<file path="config.mk">
export PLATFORM = sky130hd
export DESIGN_NAME = sar_adc_controller
export DESIGN_NICKNAME = d
export VERILOG_FILES = /design/src/adc_ctrl_pkg.sv /design/src/sar_adc_controller.sv
export SDC_FILE = /design/constraint.sdc
export NUM_CORES = 1
export LEC_CHECK = 0
export BUFFER_PORTS_ARGS = -buffer_cell sky130_fd_sc_hd__clkbuf_2
export CAP_MARGIN = 40
export CORE_MARGIN = 2
export CORE_UTILIZATION = 40
export DETAILED_ROUTE_END_ITERATION = 6
export GPL_ROUTABILITY_DRIVEN = 0
export PLACE_DENSITY = 0.65
export SLEW_MARGIN = 25
export SYNTH_ARGS = -nofsm -noshare
export SYNTH_HDL_FRONTEND = slang
export SYNTH_SLANG_ARGS = --single-unit
export TNS_END_PERCENT = 10
</file>
<file path="constraint.sdc">
create_clock -name core_clk -period 2.45 [get_ports core_clk]
set_input_delay 0.1225 -clock core_clk [delete_from_list [all_inputs] [get_ports core_clk]]
set_output_delay 0.1225 -clock core_clk [all_outputs]
set_load 0.1 [all_outputs]
</file>
<file path="src/adc_ctrl_pkg.sv">
// shared constants and carrier types for the converter controller
`default_nettype none
package adc_ctrl_pkg;
  // register addresses and reset values
  localparam logic [19:0] PER_CLK_EN_ADDR = 20'hf00f0;
  localparam logic [19:0] MODE_CTRL_ADDR = 20'hfff30;
  localparam logic [7:0] PER_CLK_EN_RST = 8'h00;
  localparam logic [7:0] MODE_CTRL_RST = 8'h00;
  localparam logic [7:0] PER_RSVD_MASK = 8'h0a;
  // field positions
  localparam int GATE_BIT = 5;
  localparam int START_BIT = 7;
  localparam int CHMODE_BIT = 6;
  localparam int FR_LSB = 3;
  localparam int LV_LSB = 1;
  localparam int CMP_EN_BIT = 0;
  // timing counts in conversion-clock cycles, then scan and bit limits
  localparam logic [3:0] SAMPLE_STD1 = 4'h7;
  localparam logic [3:0] SAMPLE_STD2 = 4'h5;
  localparam logic [3:0] STAB_FAD = 4'h8;
  localparam logic [1:0] SCAN_LAST = 2'h3;
  localparam logic [3:0] LAST_BIT_10 = 4'h0;
  localparam logic [3:0] LAST_BIT_8 = 4'h2;
  localparam logic [3:0] TOP_BIT = 4'h9;
  // trigger mode codes
  localparam logic [1:0] TRIG_SW = 2'h0;
  localparam logic [1:0] TRIG_HW_NOWAIT = 2'h2;
  localparam logic [1:0] TRIG_HW_WAIT = 2'h3;
  // processor register access
  typedef struct packed {
    logic [19:0] addr;
    logic wr;
    logic bit_wr;
    logic [2:0] bit_idx;
    logic [7:0] wdata;
    logic rd;
  } sfr_req_t;
  // static configuration held outside this block
  typedef struct packed {
    logic [1:0] trig_mode;
    logic one_shot;
    logic resolution_select;
    logic pos_ref_sel_hi;
    logic pos_ref_sel_lo;
    logic neg_ref_sel;
    logic [2:0] channel_spec;
    logic [7:0] upper_limit;
    logic [7:0] lower_limit;
  } conv_cfg_t;
endpackage : adc_ctrl_pkg
`default_nettype wire

</file>
<file path="src/sar_adc_controller.sv">
// successive-approximation converter control: modes, sequencing, results
//
// What this block does
// - resolution select picks 10-bit or 8-bit
// - select mode: irq after each conversion
// - software mode starts on start bit set
// - hardware no-wait starts on trigger
// - hardware wait: trigger, stabilize, then convert
// - select mode converts one chosen channel
// - scan mode converts four consecutive channels
// - one-shot converts once then stops
// - sequential repeats until software stops
// - sampling lasts seven or five clocks
// - top bit set when input at or above half
// - trial next bit, keep if not below
// - trials to bit 0, or bit 2
// - copy result, irq when all done
// - word result left-justified, low six zero
// - byte result holds upper eight bits
// - irq gated by upper/lower limit compare
// - reference select bits drive reference pins
// - gate bit low holds converter reset
// - start bit reads conversion activity except in no-wait
// - bit and byte writes both accepted
// - start/enable encode stopped, standby, converting
// - one-shot auto-clear start except no-wait
`default_nettype none
module sar_adc_controller
  import adc_ctrl_pkg::*;
(
  // clock and reset
  input wire logic core_clk,
  input wire logic arst_n,
  // processor register access
  input wire sfr_req_t sfr_req,
  output logic [7:0] sfr_rdata,
  // configuration and trigger
  input wire conv_cfg_t cfg,
  input wire logic hw_trigger,
  // analog side
  input wire logic cmp_above,
  output logic [9:0] sar_tap,
  output logic sample_hold,
  output logic [2:0] channel_sel,
  output logic comparator_on,
  output logic converter_clock_gate,
  output logic ref_pos_ext,
  output logic ref_neg_ext,
  // results
  output logic [15:0] result_word,
  output logic [7:0] result_byte,
  output logic conversion_end_irq
);
  typedef enum logic [1:0] {ST_IDLE, ST_STAB, ST_SAMPLE, ST_CONV} state_t;

  state_t state_reg, state_next; // sequencer state
  logic [7:0] per_reg, per_next; // peripheral clock enable
  logic [7:0] adm_reg, adm_next; // mode control
  logic [5:0] div_reg, div_next; // conversion clock divider
  logic [3:0] cnt_reg, cnt_next; // phase counter in fAD cycles
  logic [3:0] bit_reg, bit_next; // bit under trial
  logic [9:0] sar_reg, sar_next; // approximation register
  logic [1:0] scan_reg, scan_next; // scan position
  logic [2:0] ch_reg, ch_next; // channel on the mux
  logic sh_reg, sh_next; // sample switch closed
  logic [15:0] rw_reg, rw_next; // word result
  logic [7:0] rb_reg, rb_next; // byte result
  logic irq_reg, irq_next; // completion pulse
  logic [7:0] rd_reg, rd_next; // read data
  logic pos_reg, neg_reg; // reference selects
  logic cmp_sync; // comparator decision latched on the clock

  logic gate; // converter clock gate
  logic tick; // one-cycle fAD enable
  logic [5:0] div_max; // divider terminal count
  logic [3:0] samp_len; // sampling length
  logic [3:0] last_bit; // lowest bit to trial
  logic [7:0] wval; // value after a bit or byte write
  logic [7:0] cur; // register under write
  logic [9:0] res; // final result at completion
  logic in_limit; // result inside the limit window

  // divider terminal count (divisor minus one) from the clock select field
  function automatic logic [5:0] fr_div(input logic [2:0] fr);
    unique case (fr)
      3'h0: fr_div = 6'h3f;
      3'h1: fr_div = 6'h1f;
      3'h2: fr_div = 6'h0f;
      3'h3: fr_div = 6'h07;
      3'h4: fr_div = 6'h05;
      3'h5: fr_div = 6'h04;
      3'h6: fr_div = 6'h03;
      3'h7: fr_div = 6'h01;
    endcase
  endfunction : fr_div

  // the comparator answers from our own registered tap and held sample, so it is
  // already in this clock's domain; one stage keeps one decision per conversion
  // clock at the fastest divide, where a second stage would still see the old trial
  always_ff @(posedge core_clk or negedge arst_n) begin
    if (!arst_n) begin
      cmp_sync <= 1'b0;
    end else begin
      cmp_sync <= cmp_above;
    end
  end

  // next-state logic for registers and sequencer
  always_comb begin
    state_next = state_reg;
    per_next = per_reg;
    adm_next = adm_reg;
    div_next = div_reg;
    cnt_next = cnt_reg;
    bit_next = bit_reg;
    sar_next = sar_reg;
    scan_next = scan_reg;
    ch_next = ch_reg;
    sh_next = sh_reg;
    rw_next = rw_reg;
    rb_next = rb_reg;
    irq_next = 1'b0;
    rd_next = rd_reg;
    gate = per_reg[GATE_BIT];
    div_max = fr_div(adm_reg[FR_LSB +: 3]);
    tick = (div_reg == div_max);
    // low lv bit picks the shorter sampling window
    samp_len = adm_reg[LV_LSB] ? SAMPLE_STD2 : SAMPLE_STD1;
    last_bit = cfg.resolution_select ? LAST_BIT_8 : LAST_BIT_10;
    res = sar_reg;
    res[bit_reg] = cmp_sync;
    in_limit = (res[9:2] <= cfg.upper_limit) && (res[9:2] >= cfg.lower_limit);
    cur = (sfr_req.addr == PER_CLK_EN_ADDR) ? per_reg : adm_reg;
    wval = sfr_req.wdata;
    if (sfr_req.bit_wr) begin
      wval = cur;
      wval[sfr_req.bit_idx] = sfr_req.wdata[0];
    end
    // divider runs only while a phase is timed
    if (state_reg == ST_IDLE || tick) begin
      div_next = 6'h00;
    end else begin
      div_next = div_reg + 6'h01;
    end
    // processor writes
    if (sfr_req.wr && sfr_req.addr == PER_CLK_EN_ADDR) begin
      per_next = wval & ~PER_RSVD_MASK;
    end
    if (sfr_req.wr && sfr_req.addr == MODE_CTRL_ADDR && gate) begin
      adm_next = wval;
      // start may not be set by software in hardware wait mode
      if (cfg.trig_mode == TRIG_HW_WAIT && !adm_reg[START_BIT]) begin
        adm_next[START_BIT] = 1'b0;
      end
      // software start, ignored while the comparator is off
      if (cfg.trig_mode == TRIG_SW && wval[START_BIT] && !adm_reg[START_BIT] &&
          wval[CMP_EN_BIT] && state_reg == ST_IDLE) begin
        state_next = ST_SAMPLE;
      end
    end
    // hardware triggers
    if (state_reg == ST_IDLE && hw_trigger && adm_reg[CMP_EN_BIT]) begin
      if (cfg.trig_mode == TRIG_HW_NOWAIT && adm_reg[START_BIT]) begin
        state_next = ST_SAMPLE;
      end else if (cfg.trig_mode == TRIG_HW_WAIT && !adm_reg[START_BIT]) begin
        adm_next[START_BIT] = 1'b1;
        state_next = ST_STAB;
      end
    end
    // entering a conversion loads the first channel
    if (state_reg == ST_IDLE && state_next != ST_IDLE) begin
      ch_next = cfg.channel_spec;
      scan_next = 2'h0;
      cnt_next = 4'h0;
      sh_next = (state_next == ST_SAMPLE);
    end
    // timed phases advance on the conversion clock
    if (tick) begin
      unique case (state_reg)
        ST_IDLE: begin
        end
        ST_STAB: begin
          cnt_next = cnt_reg + 4'h1;
          if (cnt_reg == STAB_FAD - 4'h1) begin
            cnt_next = 4'h0;
            sh_next = 1'b1;
            state_next = ST_SAMPLE;
          end
        end
        ST_SAMPLE: begin
          cnt_next = cnt_reg + 4'h1;
          if (cnt_reg == samp_len - 4'h1) begin
            cnt_next = 4'h0;
            sh_next = 1'b0;
            bit_next = TOP_BIT;
            sar_next = 10'h200;
            state_next = ST_CONV;
          end
        end
        ST_CONV: begin
          sar_next = res;
          if (bit_reg != last_bit) begin
            bit_next = bit_reg - 4'h1;
            sar_next[bit_reg - 4'h1] = 1'b1;
          end else begin
            // each completion overwrites both results
            rw_next = {res, 6'h00};
            rb_next = res[9:2];
            sh_next = 1'b1;
            state_next = ST_SAMPLE;
            if (adm_reg[CHMODE_BIT] && scan_reg != SCAN_LAST) begin
              scan_next = scan_reg + 2'h1;
              ch_next = ch_reg + 3'h1;
            end else begin
              irq_next = in_limit;
              scan_next = 2'h0;
              ch_next = cfg.channel_spec;
              if (cfg.one_shot) begin
                sh_next = 1'b0;
                state_next = ST_IDLE;
                // no-wait keeps start set; a same-cycle software set wins
                if (cfg.trig_mode != TRIG_HW_NOWAIT && !(sfr_req.wr &&
                    sfr_req.addr == MODE_CTRL_ADDR && wval[START_BIT])) begin
                  adm_next[START_BIT] = 1'b0;
                end
              end
            end
          end
        end
      endcase
    end
    // clearing start or enable stops any conversion
    if (!adm_next[START_BIT] || !adm_next[CMP_EN_BIT]) begin
      state_next = ST_IDLE;
      sh_next = 1'b0;
    end
    // gate low holds the converter in reset
    if (!per_next[GATE_BIT]) begin
      adm_next = MODE_CTRL_RST;
      state_next = ST_IDLE;
      sh_next = 1'b0;
      sar_next = 10'h000;
      rw_next = 16'h0000;
      rb_next = 8'h00;
      irq_next = 1'b0;
      cnt_next = 4'h0;
    end
    // read port, unmapped addresses read zero
    if (sfr_req.rd) begin
      unique case (sfr_req.addr)
        PER_CLK_EN_ADDR: rd_next = per_reg;
        MODE_CTRL_ADDR: rd_next = adm_reg;
        default: rd_next = 8'h00;
      endcase
    end
  end

  // register stage
  always_ff @(posedge core_clk or negedge arst_n) begin
    if (!arst_n) begin
      state_reg <= ST_IDLE;
      per_reg <= PER_CLK_EN_RST;
      adm_reg <= MODE_CTRL_RST;
      div_reg <= 6'h00;
      cnt_reg <= 4'h0;
      bit_reg <= 4'h0;
      sar_reg <= 10'h000;
      scan_reg <= 2'h0;
      ch_reg <= 3'h0;
      sh_reg <= 1'b0;
      rw_reg <= 16'h0000;
      rb_reg <= 8'h00;
      irq_reg <= 1'b0;
      rd_reg <= 8'h00;
      pos_reg <= 1'b0;
      neg_reg <= 1'b0;
    end else begin
      state_reg <= state_next;
      per_reg <= per_next;
      adm_reg <= adm_next;
      div_reg <= div_next;
      cnt_reg <= cnt_next;
      bit_reg <= bit_next;
      sar_reg <= sar_next;
      scan_reg <= scan_next;
      ch_reg <= ch_next;
      sh_reg <= sh_next;
      rw_reg <= rw_next;
      rb_reg <= rb_next;
      irq_reg <= irq_next;
      rd_reg <= rd_next;
      // external positive reference pin only for the 0/1 code; negative pin follows neg_ref_sel
      pos_reg <= !cfg.pos_ref_sel_hi && cfg.pos_ref_sel_lo;
      neg_reg <= cfg.neg_ref_sel;
    end
  end

  // all outputs straight from flops
  assign sfr_rdata = rd_reg;
  assign sar_tap = sar_reg;
  assign sample_hold = sh_reg;
  assign channel_sel = ch_reg;
  assign comparator_on = adm_reg[CMP_EN_BIT];
  assign converter_clock_gate = per_reg[GATE_BIT];
  assign ref_pos_ext = pos_reg;
  assign ref_neg_ext = neg_reg;
  assign result_word = rw_reg;
  assign result_byte = rb_reg;
  assign conversion_end_irq = irq_reg;
endmodule : sar_adc_controller
`default_nettype wire

</file>
==> results of run 1 <==
-- worst max path at each step --
stage	cells after the start	end	slack, ns	start
6_report	12	conversion_end_irq	0.01	bit_reg[2]
5_1_grt	13	conversion_end_irq	-0.15	bit_reg[0]
4_1_cts	12	conversion_end_irq	0.03	bit_reg[0]
3_5_place_dp	13	conversion_end_irq	-0.07	bit_reg[0]
3_3_place_gp	13	conversion_end_irq	0.008	bit_reg[0]
2_1_floorplan	13	conversion_end_irq	0.006	bit_reg[0]
-- repair_timing --
action,CTS,global route
pin swaps,1,7
setup endpoints to repair,1,17
setup buffers,5,2
endpoints found under the hold margin,19,0
resized for setup,7,19
hold buffers,4,0
-- worst register-to-register path, delay by kind of cell (launching register included) --
| kind | cells | cell delay (ns) |
|---|---|---|
| AOI/OAI and AO/OA | 5 | 0.74 |
| and+or+nand+nor | 4 | 0.54 |
| buffers and inverters | 1 | 0.10 |
| muxes | 1 | 0.21 |
| adders and majority gates | 1 | 0.29 |
| DFF | 1 | 0.46 |
-- layout make-up --
class	count	area share
clock buffer	12	0.0425
clock inverter	4	0.00787
inverter	36	0.0224
multi-input combinational	417	0.460
sequential	68	0.282
tap	143	0.0296
timing repair buffer	155	0.155
-- where the power goes --
group | leakage [nW] | total [mW] | internal [mW] | switching (mW)
registers | 0.917 | 1.15 | 1.14 | 0.0107
clock network | 0.149 | 1.34 | 0.840 | 0.504
logic | 1.90 | 0.344 | 0.107 | 0.238
-- cells by family (layout without fill, tap and decap cells) --
| family | count (synthesis) | after routing | share of synthesized area |
|---|---|---|---|
| adder cells (fa/ha/maj) | 31 | 31 | 0.0821 |
| AO/OA/AOI/OAI | 124 | 124 | 0.177 |
| XOR/XNOR | 10 | 10 | 0.0187 |
| buffers and inverters | 76 | 207 | 0.0738 |
| multiplexers | 16 | 16 | 0.0344 |
| flip-flops | 68 | 68 | 0.362 |
| other | 1 | 6 | 0.000799 |
| AND/OR/NAND/NOR | 230 | 230 | 0.250 |
-- per-layer routing --
metal,vias up,wire (µm)
met2,138,6520
met1,2150,5560
met4,0,342
met3,23,674
met5,-,0
li1,2214,-
-- through the flow --
step	total power [mW]	cell area, µm²
2_1_floorplan	1.37	4720
3_3_place_gp	1.49	5510
3_5_place_dp	1.50	5530
4_1_cts	2.86	5930
5_1_grt	2.96	6040
6_report	2.84	6040
-- cell usage in the layout (no fill, tap or decap), drive strengths merged, types with 12 or more instances in the layout --
cell type | synthesis | final
nand2 | 72 | 72
nand3 | 32 | 32
o21ai | 30 | 30
clkbuf | 20 | 119
mux2i | 15 | 15
ha | 30 | 30
nor2 | 45 | 45
nand2b | 14 | 14
a21oi | 34 | 34
buf | 20 | 44
inv | 36 | 36
dfrtp | 68 | 68
nor3 | 12 | 12
==> impl_metrics.ini, run 1 <==
[routing]
drtPass1Iterations = 5
drt_wl_total_um = 13100
drtIter0Drc = 302
ant_nets = 0
drcViolationCount = 0
routedWlPerCell_um = 15.7
avgViaCountPerCell = 5.42
vias = 4525

[timing]
max_freq_mhz = 410
finClkSkew_ns = 0.00547
finalSetupViolCount = 0
maxSlewHeadroom = 0.638
slew_viol_final = 0
hold_slack_ns = 0.00745
worstMarginPinSlew_ns = 0.545
post-route-period-util = 0.995
finalWorstSetupSlack_ns = 0.0131
fin_crit_ns = 2.44
rsz0062_at_grt = true
tns_ns = 0
hold_violations = 0

[worst_setup_path]
start_kind = flip-flop
crit_type = flip-flop to flip-flop
worstRegToRegCells = 12
critPathSlowestCell = dfrtp_1
r2r-start = bit_reg[2]
worstSetupEndpointType = flip-flop
cp_common_cell = o21ai_0
cp_max_fo = 6
required_ns = 2.70
ff2ff_setup_slack_ns = 0.01
arrival_ns = 2.68
cpPeakStageDelay_ns = 0.46
crit_family = compound AO/OA/AOI/OAI gates
reg2reg_to = conversion_end_irq
crit_chain = nor2_1, nand2_1, mux2i_1, inv_1, ha_1, nor2b_1, o21a_1, o21ai_0, nand2b_1, a21oi_1, o21ai_0, a221oi_2
critPathBufInv = 1

[yosys]
ys_seq_area_frac = 0.362
synth_top_cell_by_area = dfrtp_1
ys_top_cells_by_count = 72 x nand2_1, 68 x dfrtp_1, 45 x nor2_1, 35 x inv_1
synth_ff_type = dfrtp_1
synth_top_area_frac = 0.362
async_flop_share = 1.00
yosys_warnings = 0
avgSynthCellArea_um2 = 8.45
ys_ff_latch = 68
yosys.cell_types.count = 65
yosys-top-cells-area = dfrtp_1 36%, ha_1 8.0%, nand2_1 5.8%
syn_area_um2 = 4700
post-synth-top-count-cell = nand2_1
synth-edff-count = 0
syn_inst = 556

[layout]
fin_cells = 835
largest_reg_flops = 10
diodes = 0
layout-drive-gt1-share = 0.305
final_core_util = 0.529
multi_input_area_um2 = 2780
regArea_um2 = 1710
nets = 781
fill_cells = 1040
areaGrowthSynthToFinish_pct = 28.6

[power_and_ir_drop]
leakagePower_nw = 2.96
p_per_area_nw_per_um2 = 470
peakVddDrop_v = 0.000329

[cts]
cts_tree = built
path_clk_slew_ns = 0.06
root_buffer = clkbuf_16
cts_num_sinks = 68
cts_buffers = 9
cts_max_path_buffers = 2
h-tree-depth = 3
clock_latency_ns = 0.34

[global_route]
grt_max_degree = 53
busiest_layer = met2
grtUsageTotal = 0.211
grt_overflow = 0
met3_usage = 0.0324
grt_pass1_wl_um = 21300
grt_pass1_vias = 4421
use_met2 = 0.363
antenna_found_initial = 0
grtUsageMet1 = 0.262

[run_status]
status = finished, final reports clean

[floorplan]
io_pins = 115
die_height_um = 112
start_util = 0.411
die_area_um2 = 12600
placementRows = 39
core_um2 = 11400
die_x_um = 112

[flow_run]
drv_cap = 0

[worst_hold_path]
hold_class = input pin to flip-flop
hold_path_depth = 3
min_to = channel_sel[1]
min_from = cfg[17]

[placed_design]
port_buffers = 108
hpwl_um = 10000
dp_cells = 808
pre_cts_ws_ns = -0.0688
Note: power is estimated with default switching activity, not from simulation.
==> run 2, diff against run 1 <==
--- a/config.mk
+++ b/config.mk
@@ -8,10 +8,10 @@
 export BUFFER_PORTS_ARGS = -buffer_cell sky130_fd_sc_hd__clkbuf_2
 export CAP_MARGIN = 40
 export CORE_MARGIN = 2
-export CORE_UTILIZATION = 40
+export CORE_UTILIZATION = 45
 export DETAILED_ROUTE_END_ITERATION = 6
 export GPL_ROUTABILITY_DRIVEN = 0
-export PLACE_DENSITY = 0.65
+export PLACE_DENSITY = 0.72
 export SLEW_MARGIN = 25
 export SYNTH_ARGS = -nofsm -noshare
 export SYNTH_HDL_FRONTEND = slang
==> run 2 against run 1 <==
  * The flow now finishes with violations (negative setup slack)
  * Setup slack got worse by 0.16 ns
  * Clock skew grew 0.0083 ns
  * Final area up 0.37%
  * Register-to-register slack worse by 0.16 ns
  * Largest power group is now sequential cells
==> impl_metrics.ini, run 2 (same netlist as run 1, synthesis figures left out) <==
[run_status]
status = finished, violations left
violations = negative setup slack

[worst_setup_path]
arrival_ns = 2.84
worstSetupEndpointType = flip-flop
critPathSlowestCell = dfrtp_2
crit_type = flip-flop to flip-flop
required_ns = 2.69
critPathBufInv = 1
cp_max_fo = 4
crit_family = compound AO/OA/AOI/OAI gates
cpPeakStageDelay_ns = 0.45
start_kind = flip-flop
crit_chain = inv_2, ha_4, nor3b_4, mux2i_1, ha_1, nand2b_4, a21oi_2, nor2b_2, o21ai_1, a21oi_1, o21a_1, o21ai_2, a221oi_2

[power_and_ir_drop]
power.total_mw = 2.35
leakagePower_nw = 2.93
peakVddDrop_v = 0.000309
p_per_area_nw_per_um2 = 387

[floorplan]
io_pins = 115
core_um2 = 10200
placementRows = 37
die_height_um = 106
die_area_um2 = 11300
die_x_um = 106
start_util = 0.459

[flow_run]
drv_cap = 0

[cts]
cts_tree = built
cts_buffers = 9
cts_max_path_buffers = 2
h-tree-depth = 3
root_buffer = clkbuf_8
clock_latency_ns = 0.36
cts_num_sinks = 68
path_clk_slew_ns = 0.08

[global_route]
grt_overflow = 0
grt_pass1_vias = 4516
antenna_found_initial = 0
grtUsageTotal = 0.239
grt_max_degree = 43
grt_pass1_wl_um = 21700

[placed_design]
hpwl_um = 9460
placed_cell_area_um2 = 5470
dp_cells = 795
port_buffers = 108
pre_cts_ws_ns = -0.158

[timing]
rsz0062_at_grt = true
finalWorstSetupSlack_ns = -0.146
fin_crit_ns = 2.60
maxSlewHeadroom = 0.588
worstMarginPinSlew_ns = 0.618
tns_ns = -0.146
hold_violations = 0
post-route-period-util = 1.06
finClkSkew_ns = 0.0137
slew_viol_final = 0
max_freq_mhz = 385
finalSetupViolCount = 1

[layout]
fin_cells = 834
areaGrowthSynthToFinish_pct = 29.1
layout-drive-gt1-share = 0.330
largest_reg_flops = 10
final_common_cell = clkbuf_2
diodes = 0
final_cell_mix = 107 x clkbuf_2, 69 x nand2_1, 63 x dfrtp_1
nets = 787
design_area_um2 = 6060

[worst_hold_path]
hold_class = input pin to flip-flop

[routing]
drtPass1Iterations = 4
ant_nets = 0
drcViolationCount = 0
routedWlPerCell_um = 16.5
vias = 4691
avgViaCountPerCell = 5.62
drt_wl_total_um = 13700
drtIter0Drc = 279
run 2: cell types whose count changed in the layout (fill, tap and decap cells not counted), moves of 3 or more:
| cell | delta |
|---|---|
| dlygate4sd3_1 | +3 |
| clkbuf_8 | +8 |
| ha_4 | +3 |
| ha_1 | -3 |
| clkbuf_16 | -9 |
| buf_6 | +5 |
run 2: area by class of cell:
type	instances	area [µm²]
clock buffers	10	138
repair buffers	161	1000
multi-input cells	417	2870
fillers	906	4170
clock inverters	6	38.8
well taps	136	170
flip-flops and latches	68	1710
inverters	36	135
run 2: worst paths after layout:
kind                       startpoint                 end  slack [ns]  cells past startpoint
max                        bit_reg[0]  conversion_end_irq       -0.15                     13
min                           cfg[16]      channel_sel[0]        0.07                      3
max reg2reg                bit_reg[0]  conversion_end_irq       -0.15                     13
min reg2reg                per_reg[4]          per_reg[4]        0.51                      2
max in group asynchronous      arst_n          bit_reg[1]        1.47                      3
min in group asynchronous      arst_n         ref_neg_ext        0.30                      2
run 2: repair_timing:
item                                    in CTS  in global routing
endpoints found under the hold margin       31                  0
pin swaps                                    5                 12
hold buffers                                 7                  0
endpoints found under the setup margin       1                 19
gates resized for setup                     14                 39
setup buffers                               15                  2
run 2: per-layer routing:
layer	up-vias	GRT usage	wire, µm
li1	2215	-	-
met1	2240	0.303	5700
met2	208	0.402	6770
met3	28	0.0392	859
met4	0	0.103	398
met5	-	0	0
run 2: report_power, final:
| group | leakage (nW) | internal, mW | total, mW | switching [mW] |
|---|---|---|---|---|
| logic | 1.93 | 0.0996 | 0.326 | 0.226 |
| registers | 0.913 | 1.14 | 1.16 | 0.0204 |
| clock network | 0.0885 | 0.393 | 0.865 | 0.472 |
| total | 2.93 | 1.63 | 2.35 | 0.719 |
run 2: worst reg2reg max path: cells and delay by family (launching register included):
family	cells	cell delay, ns
adder cells (fa/ha/maj)	2	0.40
AND/OR/NAND/NOR	3	0.41
buffers and inverters	1	0.10
flip-flops	1	0.45
multiplexers	1	0.29
AO/OA/AOI/OAI	6	0.82
run 2: through the flow:
stage	util	hold WS, ns
after detailed placement	0.535	0.170
final	0.592	0.0680
after global routing	0.592	0.0991
after CTS	0.575	0.0577
after floorplan	-	-0.173
after global placement	0.535	0.162
